<file path="config.mk">
export PLATFORM = sky130hd
export DESIGN_NAME = iwc_ctrl
export DESIGN_NICKNAME = d
export VERILOG_FILES = /design/src/pkg/iwc_pkg.sv /design/src/core/iwc_pad_route.sv /design/src/core/iwc_ctrl.sv
export SDC_FILE = /design/constraint.sdc
export NUM_CORES = 1
export LEC_CHECK = 0
export BUFFER_PORTS_ARGS = -buffer_cell sky130_fd_sc_hd__buf_4
export CORE_UTILIZATION = 50
export CTS_BUF_LIST = sky130_fd_sc_hd__clkbuf_4 sky130_fd_sc_hd__clkbuf_8
export DETAILED_ROUTE_END_ITERATION = 8
export PLACE_DENSITY = 0.79
export RECOVER_POWER = 25
export SYNTH_ARGS = -nofsm -noshare
export SYNTH_HDL_FRONTEND = slang
export SYNTH_HIERARCHICAL = 1
export SYNTH_SLANG_ARGS = --single-unit
</file>
<file path="constraint.sdc">
create_clock -name clock -period 9.2 [get_ports clock]
set_clock_uncertainty 0.15 [all_clocks]
set_input_delay 1.84 -clock clock [delete_from_list [all_inputs] [get_ports clock]]
set_output_delay 1.84 -clock clock [all_outputs]
set_load 0.005 [all_outputs]
</file>
<file path="src/pkg/iwc_pkg.sv">
// package: constants for the interrupt, watchdog and comparator control block
package iwc_pkg;
    localparam int unsigned CLK_HZ          = 50_000_000;
    localparam int unsigned NUM_IRQ         = 12;
    localparam logic [10:0] TRAP_VECTOR     = 11'h001;
    localparam logic [10:0] HW_VECTOR       = 11'h008;
    // flag bit positions; watchdog sits at bit 6 as in the flag register
    localparam int unsigned IRQ_TMR0        = 0;
    localparam int unsigned IRQ_TMR1        = 1;
    localparam int unsigned IRQ_TMR2        = 2;
    localparam int unsigned IRQ_TMR3        = 3;
    localparam int unsigned IRQ_TMR4        = 4;
    localparam int unsigned IRQ_TMR5        = 5;
    localparam int unsigned IRQ_WDT         = 6;
    localparam int unsigned IRQ_PAB         = 7;
    localparam int unsigned IRQ_EXT0        = 8;
    localparam int unsigned IRQ_EXT1        = 9;
    localparam int unsigned IRQ_LVD         = 10;
    localparam int unsigned IRQ_CMP         = 11;
    localparam int unsigned CMP_RESULT_BIT  = 7;
    localparam int unsigned CMP_OE_BIT      = 6;
    localparam logic        CMP_EN_RESET    = 1'b0;
    localparam logic        TO_FLAG_RESET   = 1'b1;
    localparam logic        GIE_RESET       = 1'b0;
    localparam logic [3:0]  NO_PAD          = 4'hf;
    // base timeouts in microseconds, selected by two configuration bits
    localparam int unsigned WDT_US_0        = 3500;
    localparam int unsigned WDT_US_1        = 15000;
    localparam int unsigned WDT_US_2        = 60000;
    localparam int unsigned WDT_US_3        = 250000;
    localparam int unsigned WDT_CYC_0       = WDT_US_0 * (CLK_HZ / 1_000_000);
    localparam int unsigned WDT_CYC_1       = WDT_US_1 * (CLK_HZ / 1_000_000);
    localparam int unsigned WDT_CYC_2       = WDT_US_2 * (CLK_HZ / 1_000_000);
    localparam int unsigned WDT_CYC_3       = WDT_US_3 * (CLK_HZ / 1_000_000);
    localparam int unsigned WDT_CNT_W       = 24;
    localparam int unsigned PRE_W           = 8;
    typedef enum logic [2:0] {
        IWC_IDLE  = 3'b001,
        IWC_TRAP  = 3'b010,
        IWC_HWIRQ = 3'b100
    } iwc_vec_state_t;
endpackage

</file>
<file path="src/core/iwc_pad_route.sv">
// module: comparator input routing for both comparing modes
`timescale 1ns/1ps
module iwc_pad_route (
    input  wire logic [3:0] reference_level_select,
    input  wire logic [3:0] comparator_pad_select,
    output logic            pad_to_pad_mode,
    output logic            pad_to_reference_mode,
    output logic [3:0]      noninv_pad,
    output logic [3:0]      inv_pad,
    output logic [3:0]      ref_code
);
    // pad codes: 0..7 = A0..A7, 8..13 = B0..B5, f = none
    function automatic logic [7:0] p2p_pair(input logic [3:0] sel);
        case (sel)
            4'h0: p2p_pair = {4'h0, 4'h1};
            4'h1: p2p_pair = {4'h1, 4'h0};
            4'h2: p2p_pair = {4'h2, 4'h3};
            4'h3: p2p_pair = {4'h3, 4'h2};
            4'h4: p2p_pair = {4'h0, 4'hb};
            4'h5: p2p_pair = {4'h1, 4'ha};
            4'h6: p2p_pair = {4'h2, 4'hd};
            4'h7: p2p_pair = {4'h3, 4'hc};
            4'h8: p2p_pair = {4'ha, 4'h1};
            4'h9: p2p_pair = {4'hb, 4'h0};
            4'ha: p2p_pair = {4'hc, 4'h3};
            4'hb: p2p_pair = {4'hd, 4'h2};
            4'hc: p2p_pair = {4'ha, 4'hb};
            4'hd: p2p_pair = {4'hb, 4'ha};
            4'he: p2p_pair = {4'hc, 4'hd};
            default: p2p_pair = {4'hd, 4'hc};
        endcase
    endfunction

    always_comb begin
        pad_to_pad_mode       = (reference_level_select == 4'h0);
        pad_to_reference_mode = !pad_to_pad_mode;
        ref_code              = pad_to_reference_mode ? reference_level_select : 4'h0;
        if (pad_to_pad_mode) begin
            {noninv_pad, inv_pad} = p2p_pair(comparator_pad_select);
        end else begin
            inv_pad = iwc_pkg::NO_PAD;
            // codes 5 and 14..15 select no pad
            if (comparator_pad_select == 4'h5 || comparator_pad_select[3:1] == 3'b111) begin
                noninv_pad = iwc_pkg::NO_PAD;
            end else if (comparator_pad_select[3]) begin
                noninv_pad = comparator_pad_select;
            end else begin
                noninv_pad = comparator_pad_select;
            end
        end
    end
endmodule

</file>
<file path="src/core/iwc_ctrl.sv">
// module: interrupt controller, watchdog timeout and comparator digital control
`timescale 1ns/1ps
// Function
// - comparator enable resets off, power forced off halted
// - zero reference select means pad-to-pad mode
// - drive reference code to ladder in reference mode
// - pad select picks one of thirteen pads
// - pad-to-pad codes decode to fixed pad pairs
// - status read refreshes registered comparator copy
// - mismatch with copy sets comparator change flag
// - live comparator result readable at status bit 7
// - output enable puts result on probe pad
// - configuration enables watchdog, run bit gates counting
// - timeout resets or interrupts, clears timeout flag
// - base timeout is one of four periods
// - prescaler assignment extends timeout by ratio
// - clear instruction zeroes counters, sets timeout flag when prescaler assigned
// - interrupt-mode expiry sets watchdog flag
// - twelve hardware interrupt sources accepted
// - global enable set, cleared by instructions
// - trap vectors to 0x001, clears global enable
// - return sets global enable and resumes
// - flags stay set until firmware writes zero
// - flag reads back only when enabled
// - enabled pending flag vectors to 0x008
module iwc_ctrl (
    input  wire logic                  clock,
    input  wire logic                  srst,
    // processor side
    input  wire logic                  trap_instruction,
    input  wire logic                  enable_interrupts_instruction,
    input  wire logic                  disable_interrupts_instruction,
    input  wire logic                  return_from_interrupt_instruction,
    input  wire logic                  watchdog_clear_instruction,
    input  wire logic                  vector_taken,
    output logic                       vector_request,
    output logic [10:0]                vector_address,
    output logic                       global_irq_enable,
    // interrupt flag and enable registers
    input  wire logic [11:0]           irq_events,
    input  wire logic [11:0]           interrupt_enable_reg,
    input  wire logic                  flag_write,
    input  wire logic [11:0]           flag_write_data,
    output logic [11:0]                interrupt_flag_reg,
    // watchdog configuration and control
    input  wire logic                  cfg_watchdog_enable,
    input  wire logic                  cfg_watchdog_irq_mode,
    input  wire logic [1:0]            cfg_watchdog_period,
    input  wire logic                  watchdog_run_enable,
    input  wire logic                  prescaler_to_watchdog_assign,
    input  wire logic [2:0]            prescaler_ratio_select,
    output logic                       watchdog_reset_pulse,
    output logic                       timeout_status_flag,
    // comparator
    input  wire logic                  comparator_enable_wr,
    input  wire logic                  comparator_enable_data,
    input  wire logic                  halt_mode,
    input  wire logic [7:0]            comparator_control_reg,
    input  wire logic                  comparator_pad_output_enable,
    input  wire logic                  status_read,
    input  wire logic                  comparator_analog_out,
    input  wire logic                  first_pwm_output,
    output logic                       comparator_enable,
    output logic                       comparator_power,
    output logic                       pad_to_pad_mode,
    output logic [3:0]                 reference_level_select,
    output logic [3:0]                 noninv_pad_select,
    output logic [3:0]                 inv_pad_select,
    output logic [7:0]                 oscillator_comparator_status_reg,
    output logic                       comparator_probe_pad
);
    localparam int unsigned WDT_W = iwc_pkg::WDT_CNT_W;

    logic        cmp_en_q;
    logic        cmp_meta_q;
    logic        cmp_sync_q;
    logic        cmp_copy_q;
    logic [11:0] flag_q;
    logic        gie_q;
    logic        to_q;
    logic        wdt_rst_q;
    logic [WDT_W-1:0] wdt_cnt_q;
    logic [7:0]  pre_q;
    logic [10:0] vec_addr_q;
    logic        probe_q;
    logic [7:0]  status_q;
    logic [3:0]  np_w;
    logic [3:0]  ip_w;
    logic [3:0]  rc_w;
    logic        p2p_w;
    logic        p2v_w;
    logic        wdt_tick;
    logic        wdt_expire;
    logic        pending;
    logic [11:0] hw_set;
    iwc_pkg::iwc_vec_state_t vst_q;

    function automatic logic [WDT_W-1:0] wdt_base(input logic [1:0] sel);
        case (sel)
            2'h0:    wdt_base = WDT_W'(iwc_pkg::WDT_CYC_0 - 1);
            2'h1:    wdt_base = WDT_W'(iwc_pkg::WDT_CYC_1 - 1);
            2'h2:    wdt_base = WDT_W'(iwc_pkg::WDT_CYC_2 - 1);
            default: wdt_base = WDT_W'(iwc_pkg::WDT_CYC_3 - 1);
        endcase
    endfunction

    iwc_pad_route u_route (
        .reference_level_select (comparator_control_reg[3:0]),
        .comparator_pad_select  (comparator_control_reg[7:4]),
        .pad_to_pad_mode        (p2p_w),
        .pad_to_reference_mode  (p2v_w),
        .noninv_pad             (np_w),
        .inv_pad                (ip_w),
        .ref_code               (rc_w)
    );

    // ---------------- comparator ----------------
    always_ff @(posedge clock) begin
        if (srst) begin
            cmp_en_q <= iwc_pkg::CMP_EN_RESET;
        end else if (comparator_enable_wr) begin
            cmp_en_q <= comparator_enable_data;
        end
    end

    always_ff @(posedge clock) begin
        if (srst) begin
            cmp_meta_q <= 1'b0;
            cmp_sync_q <= 1'b0;
        end else begin
            cmp_meta_q <= comparator_analog_out;
            cmp_sync_q <= cmp_meta_q;
        end
    end

    always_ff @(posedge clock) begin
        if (srst) begin
            cmp_copy_q <= 1'b0;
        end else if (status_read) begin
            cmp_copy_q <= cmp_sync_q;
        end
    end

    // status bits below the result and output enable read zero
    always_ff @(posedge clock) begin
        if (srst) begin
            status_q <= 8'h00;
            probe_q  <= 1'b0;
        end else begin
            status_q <= 8'h00;
            status_q[iwc_pkg::CMP_RESULT_BIT] <= cmp_sync_q;
            status_q[iwc_pkg::CMP_OE_BIT]     <= comparator_pad_output_enable;
            // pwm function is displaced while the probe is enabled
            probe_q <= comparator_pad_output_enable ? cmp_sync_q : first_pwm_output;
        end
    end

    // ---------------- watchdog ----------------
    // ratio 1:1..1:128 in reset mode, 1:2..1:256 in interrupt mode
    always_comb begin
        logic [8:0] lim;
        lim = 9'h000;
        if (!prescaler_to_watchdog_assign) begin
            wdt_tick = 1'b1;
        end else begin
            lim = cfg_watchdog_irq_mode ? (9'h002 << prescaler_ratio_select)
                                        : (9'h001 << prescaler_ratio_select);
            wdt_tick = ({1'b0, pre_q} == lim - 9'h001);
        end
    end

    assign wdt_expire = cfg_watchdog_enable && watchdog_run_enable && wdt_tick
                        && (wdt_cnt_q == wdt_base(cfg_watchdog_period));

    always_ff @(posedge clock) begin
        if (srst || watchdog_clear_instruction) begin
            pre_q     <= 8'h00;
            wdt_cnt_q <= '0;
        end else if (cfg_watchdog_enable && watchdog_run_enable) begin
            pre_q <= wdt_tick ? 8'h00 : pre_q + 8'h01;
            if (wdt_tick) begin
                wdt_cnt_q <= wdt_expire ? '0 : wdt_cnt_q + 1'b1;
            end
        end
    end

    always_ff @(posedge clock) begin
        if (srst) begin
            to_q      <= iwc_pkg::TO_FLAG_RESET;
            wdt_rst_q <= 1'b0;
        end else begin
            wdt_rst_q <= wdt_expire && !cfg_watchdog_irq_mode;
            if (wdt_expire) begin
                to_q <= 1'b0;
            end else if (watchdog_clear_instruction && prescaler_to_watchdog_assign) begin
                to_q <= 1'b1;
            end
        end
    end

    // ---------------- interrupt flags ----------------
    always_comb begin
        hw_set = irq_events;
        hw_set[iwc_pkg::IRQ_WDT] = wdt_expire && cfg_watchdog_irq_mode;
        hw_set[iwc_pkg::IRQ_CMP] = cmp_en_q && !halt_mode && (cmp_sync_q != cmp_copy_q);
    end

    genvar gi;
    generate
        for (gi = 0; gi < iwc_pkg::NUM_IRQ; gi++) begin : g_flag
            // a set in the same cycle as a firmware clear wins
            always_ff @(posedge clock) begin
                if (srst) begin
                    flag_q[gi] <= 1'b0;
                end else if (hw_set[gi]) begin
                    flag_q[gi] <= 1'b1;
                end else if (flag_write && !flag_write_data[gi]) begin
                    flag_q[gi] <= 1'b0;
                end
            end
        end
    endgenerate

    assign pending = |(flag_q & interrupt_enable_reg);

    // ---------------- global enable and vectoring ----------------
    always_ff @(posedge clock) begin
        if (srst) begin
            gie_q <= iwc_pkg::GIE_RESET;
        end else if (trap_instruction) begin
            gie_q <= 1'b0;
        end else if (vst_q == iwc_pkg::IWC_IDLE && gie_q && pending) begin
            gie_q <= 1'b0;
        end else if (enable_interrupts_instruction || return_from_interrupt_instruction) begin
            gie_q <= 1'b1;
        end else if (disable_interrupts_instruction) begin
            gie_q <= 1'b0;
        end
    end

    // the vector request holds until the fetch logic takes it
    always_ff @(posedge clock) begin
        if (srst) begin
            vst_q      <= iwc_pkg::IWC_IDLE;
            vec_addr_q <= 11'h000;
        end else begin
            case (vst_q)
                iwc_pkg::IWC_IDLE: begin
                    if (trap_instruction) begin
                        vst_q      <= iwc_pkg::IWC_TRAP;
                        vec_addr_q <= iwc_pkg::TRAP_VECTOR;
                    end else if (gie_q && pending) begin
                        vst_q      <= iwc_pkg::IWC_HWIRQ;
                        vec_addr_q <= iwc_pkg::HW_VECTOR;
                    end
                end
                iwc_pkg::IWC_TRAP, iwc_pkg::IWC_HWIRQ: begin
                    if (vector_taken) begin
                        vst_q <= iwc_pkg::IWC_IDLE;
                    end
                end
                default: vst_q <= iwc_pkg::IWC_IDLE;
            endcase
        end
    end

    assign vector_request      = (vst_q != iwc_pkg::IWC_IDLE);
    assign vector_address      = vec_addr_q;
    assign global_irq_enable   = gie_q;
    assign interrupt_flag_reg  = flag_q & interrupt_enable_reg;
    assign watchdog_reset_pulse = wdt_rst_q;
    assign timeout_status_flag = to_q;
    assign comparator_enable   = cmp_en_q;
    assign comparator_power    = cmp_en_q && !halt_mode;
    assign pad_to_pad_mode     = p2p_w;
    assign reference_level_select = rc_w;
    assign noninv_pad_select   = np_w;
    assign inv_pad_select      = ip_w;
    assign oscillator_comparator_status_reg = status_q;
    assign comparator_probe_pad = probe_q;

    // ---------------- assertions ----------------
    a_trap_vector: assert property (@(posedge clock) disable iff (srst)
        trap_instruction && vst_q == iwc_pkg::IWC_IDLE |=> vector_request
        && vector_address == 11'h001 && !global_irq_enable)
        else $error("trap did not vector to 001");
    a_hw_vector: assert property (@(posedge clock) disable iff (srst)
        !trap_instruction && vst_q == iwc_pkg::IWC_IDLE && gie_q && pending
        |=> vector_request && vector_address == 11'h008 && !gie_q)
        else $error("hardware interrupt did not vector to 008");
    a_flag_sticky: assert property (@(posedge clock) disable iff (srst)
        flag_q[0] && !(flag_write && !flag_write_data[0]) |=> flag_q[0])
        else $error("flag cleared without firmware write");
    a_flag_readback: assert property (@(posedge clock) disable iff (srst)
        !interrupt_enable_reg[3] |-> !interrupt_flag_reg[3])
        else $error("disabled flag visible");
    a_cmp_mismatch: assert property (@(posedge clock) disable iff (srst)
        cmp_en_q && !halt_mode && cmp_sync_q != cmp_copy_q |=> flag_q[iwc_pkg::IRQ_CMP])
        else $error("comparator change not flagged");
    a_cmp_refresh: assert property (@(posedge clock) disable iff (srst)
        status_read |=> cmp_copy_q == $past(cmp_sync_q))
        else $error("status read did not refresh copy");
    a_cmp_halt: assert property (@(posedge clock) disable iff (srst)
        halt_mode |-> !comparator_power)
        else $error("comparator powered in halt");
    a_sync_path: assert property (@(posedge clock) disable iff (srst)
        ##2 cmp_sync_q == $past(comparator_analog_out, 2))
        else $error("comparator sync depth wrong");
    a_wdt_timeout: assert property (@(posedge clock) disable iff (srst)
        wdt_expire |=> !timeout_status_flag
        && (watchdog_reset_pulse == !$past(cfg_watchdog_irq_mode)))
        else $error("timeout handling wrong");
    a_wdt_clear: assert property (@(posedge clock) disable iff (srst)
        watchdog_clear_instruction |=> wdt_cnt_q == '0 && pre_q == 8'h00)
        else $error("clear did not zero counters");
    a_gie_return: assert property (@(posedge clock) disable iff (srst)
        return_from_interrupt_instruction && !trap_instruction && !(gie_q && pending
        && vst_q == iwc_pkg::IWC_IDLE) |=> global_irq_enable)
        else $error("return did not set global enable");
endmodule

</file>
==> impl_metrics.tcl <==
set metrics [dict create \
    p_int_w 0.000444 \
    port_buffers 102 \
    placed_cell_area_sq_um 4460 \
    start_kind "input pin" \
    clkLatencyLatePin_ps 340 \
    cts_tree "done" \
    die_w_microns 88.5 \
    cellLeakagePower_nw 1.86 \
    crit_required_ps 9300 \
    ys.warnings.count 6 \
    largest_register_ffs 24 \
    top_regs "wdt_cnt_q x24, flag_q x12, pre_q x8" \
    tns_ps 0 \
    whs_ps 290 \
    final_layout_size_suffix_gt1_share_pct 23.3 \
    final_area_sq_um 4660 \
    final_net_count 647 \
    ctsHoldBuffers 0 \
    diodes 0 \
    utilization_pct 64.2 \
    wl_microns 9350 \
    ys.flop_type "dfxtp_1" \
    dp_hpwl_microns 6780 \
    clk_path_buf_depth 2 \
    yosysMostFrequentCell "dfxtp_1" \
    grt_pass1_wl_microns 14200 \
    hold_path.class "reg2reg" \
    core_area_sq_um 7250 \
    holdPathStages 1 \
    synth-seq-cells 59 \
    die_h_microns 88.5 \
    ys_seq_area_share_pct 31.6 \
    initial_core_util_pct 51.6 \
    grt_antenna_before_repair 0 \
    drc 0 \
    p_switching_w 0.000158 \
    avgSynthCellArea_sq_um 7.84 \
    seq_power_share_pct 44.2 \
    reg2reg_depth 8 \
    finalSetupViolCount 0 \
    tightest_slew_ps 1260 \
    grt_start_max_net_pins 37 \
    clk_pin_slew_ps 70 \
    switching_share_pct 26.2 \
    cts.htree.levels 3 \
    cts-root-buf "clkbuf_8" \
    final_max_slew_viol_count 0 \
    min_period_over_period_pct 56.4 \
    critical_path_class "in2reg" \
    netlist_area_sq_um 3740 \
    rsz0062_at_grt "no" \
    ir_drop_uv 93.7 \
    synth-edff-count 0 \
    grt-ovfl-total 0 \
    cts_made_buffers 9 \
    area_delta_synth_final_pct 24.5 \
    wl_per_cell_microns 14.0 \
    status "finished clean" \
    grt_usage_pct 23.2 \
    synth.distinct_cells 60 \
    async_reset_ff_share_pct 0 \
    via_count 3732 \
    viasPerCell 5.58 \
    synth_top_area_cell "dfxtp_1" \
    grt_pass1_vias 3152 \
    io_pins 120 \
    ctsResizeCount 0 \
    comb_power_share_pct 16.1 \
    cts.sinks 59 \
    dr.pass1.iters 5 \
    dieArea_sq_um 7830 \
    cp.arrival_ps 5290 \
    power_density_nw_per_um2 129 \
    p_clk_share_pct 39.7 \
    max_freq_mhz 193 \
    place.gp.congestion 0.925 \
    critPathCaptureType "register" \
    maxSlewHeadroom_pct 16.2 \
    netlist_instances 477 \
    synth_area_leaders "dfxtp_1 (32%), a21oi_1 (6.3%), ha_1 (4.3%)" \
    drt-initial-drc-count 230 \
    ant_nets 0 \
    drv_cap 0 \
    cp_max_fo 36 \
    largest-register "wdt_cnt_q" \
    synth_top_area_share_pct 31.6 \
    synthTopCellsByCount "dfxtp_1 (59), a21oi_1 (47), nand2_1 (41)" \
    post-cts-setup-buffers 0 \
    finalNonFillerCells 669 \
    period_needed_ps 5190 \
    rows 31 \
    dp.cells 653 \
    finalHoldViolations 0 \
]
[cell usage in the layout (no fill, tap or decap), types with 6 or more instances in the layout]
master    count
clkbuf_8     10
xor2_1        7
nand2_1      41
xnor2_1       9
inv_1        21
o21ai_0      23
o22ai_1      18
a21oi_1      47
nor2b_1      11
and2_1       16
nand3_1      18
nand4_1      12
ha_1         13
nand2b_1      6
conb_1       15
nor2_1       31
and3_1        6
dfxtp_1      59
or3_1        25
buf_4        99
[critical path, stage by stage]
cell and delay [ps]:
buf_4 120, inv_1 80, ha_1 460, nand2_1 110, ha_1 310, xor2_1 130
o21ai_0 100, or4_4 540, a2111oi_4 370, a31oi_4 120, buf_4 280, nand2b_1 520
o22ai_1 300
[layer usage]
metal,GRT usage [%],part of all wire [%],vias to the layer above
met5,0,0,-
met4,7.92,1.6,0
met3,5.69,4.7,12
met2,37.8,49,111
met1,30.1,45,1756
li1,-,-,1853
[layout make-up]
class | count | area (sq um)
Fill cell | 631 | 2600
Multi-Input combinational cell | 369 | 2290
Sequential cell | 59 | 1180
Timing Repair Buffer | 104 | 777
Clock buffer | 10 | 138
Tap cell | 99 | 124
Inverter | 22 | 82.6
Clock inverter | 6 | 63.8
[worst paths after layout]
check | startpoint | to | slack, ps
max | cfg_watchdog_irq_mode | wdt_cnt_q[20]$_SDFFE_PP0P_ | 4010
min reg2reg | cmp_meta_q$_SDFF_PP0_ | cmp_sync_q$_SDFF_PP0_ | 290
min | cmp_meta_q$_SDFF_PP0_ | cmp_sync_q$_SDFF_PP0_ | 290
max reg2reg | pre_q[1]$_SDFFE_PP0P_ | wdt_cnt_q[20]$_SDFFE_PP0P_ | 6180
[logic make-up (layout without fill, tap and decap cells)]
group	Yosys count	in the layout	synth area share, %
simple gates	199	199	29.3
compound gates	119	119	20.1
buf+inv	63	142	8.60
flops	59	59	31.6
xor+xnor	17	17	4.35
fa+ha+maj	13	13	4.35
mux	6	6	1.64
other cells	1	15	0.100
[power groups by stage]
| stage | logic (W) | registers (W) | clock network (W) |
|---|---|---|---|
| floorplan | 0.0000577 | 0.000271 | 0 |
| global placement | 0.0000935 | 0.000271 | 0 |
| detailed placement | 0.0000964 | 0.000271 | 0 |
| CTS | 0.0000969 | 0.000266 | 0.000244 |
| global route | 0.000107 | 0.000266 | 0.000255 |
| finish | 0.0000971 | 0.000266 | 0.000239 |
[stage by stage]
| stage | setup slack, ps | power, W |
|---|---|---|
| floorplan | 4470 | 0.000328 |
| global placement | 3810 | 0.000365 |
| detailed placement | 3700 | 0.000368 |
| CTS | 4040 | 0.000607 |
| global route | 3770 | 0.000628 |
| finish | 4010 | 0.000602 |
Power figures use the tool's default switching activity.
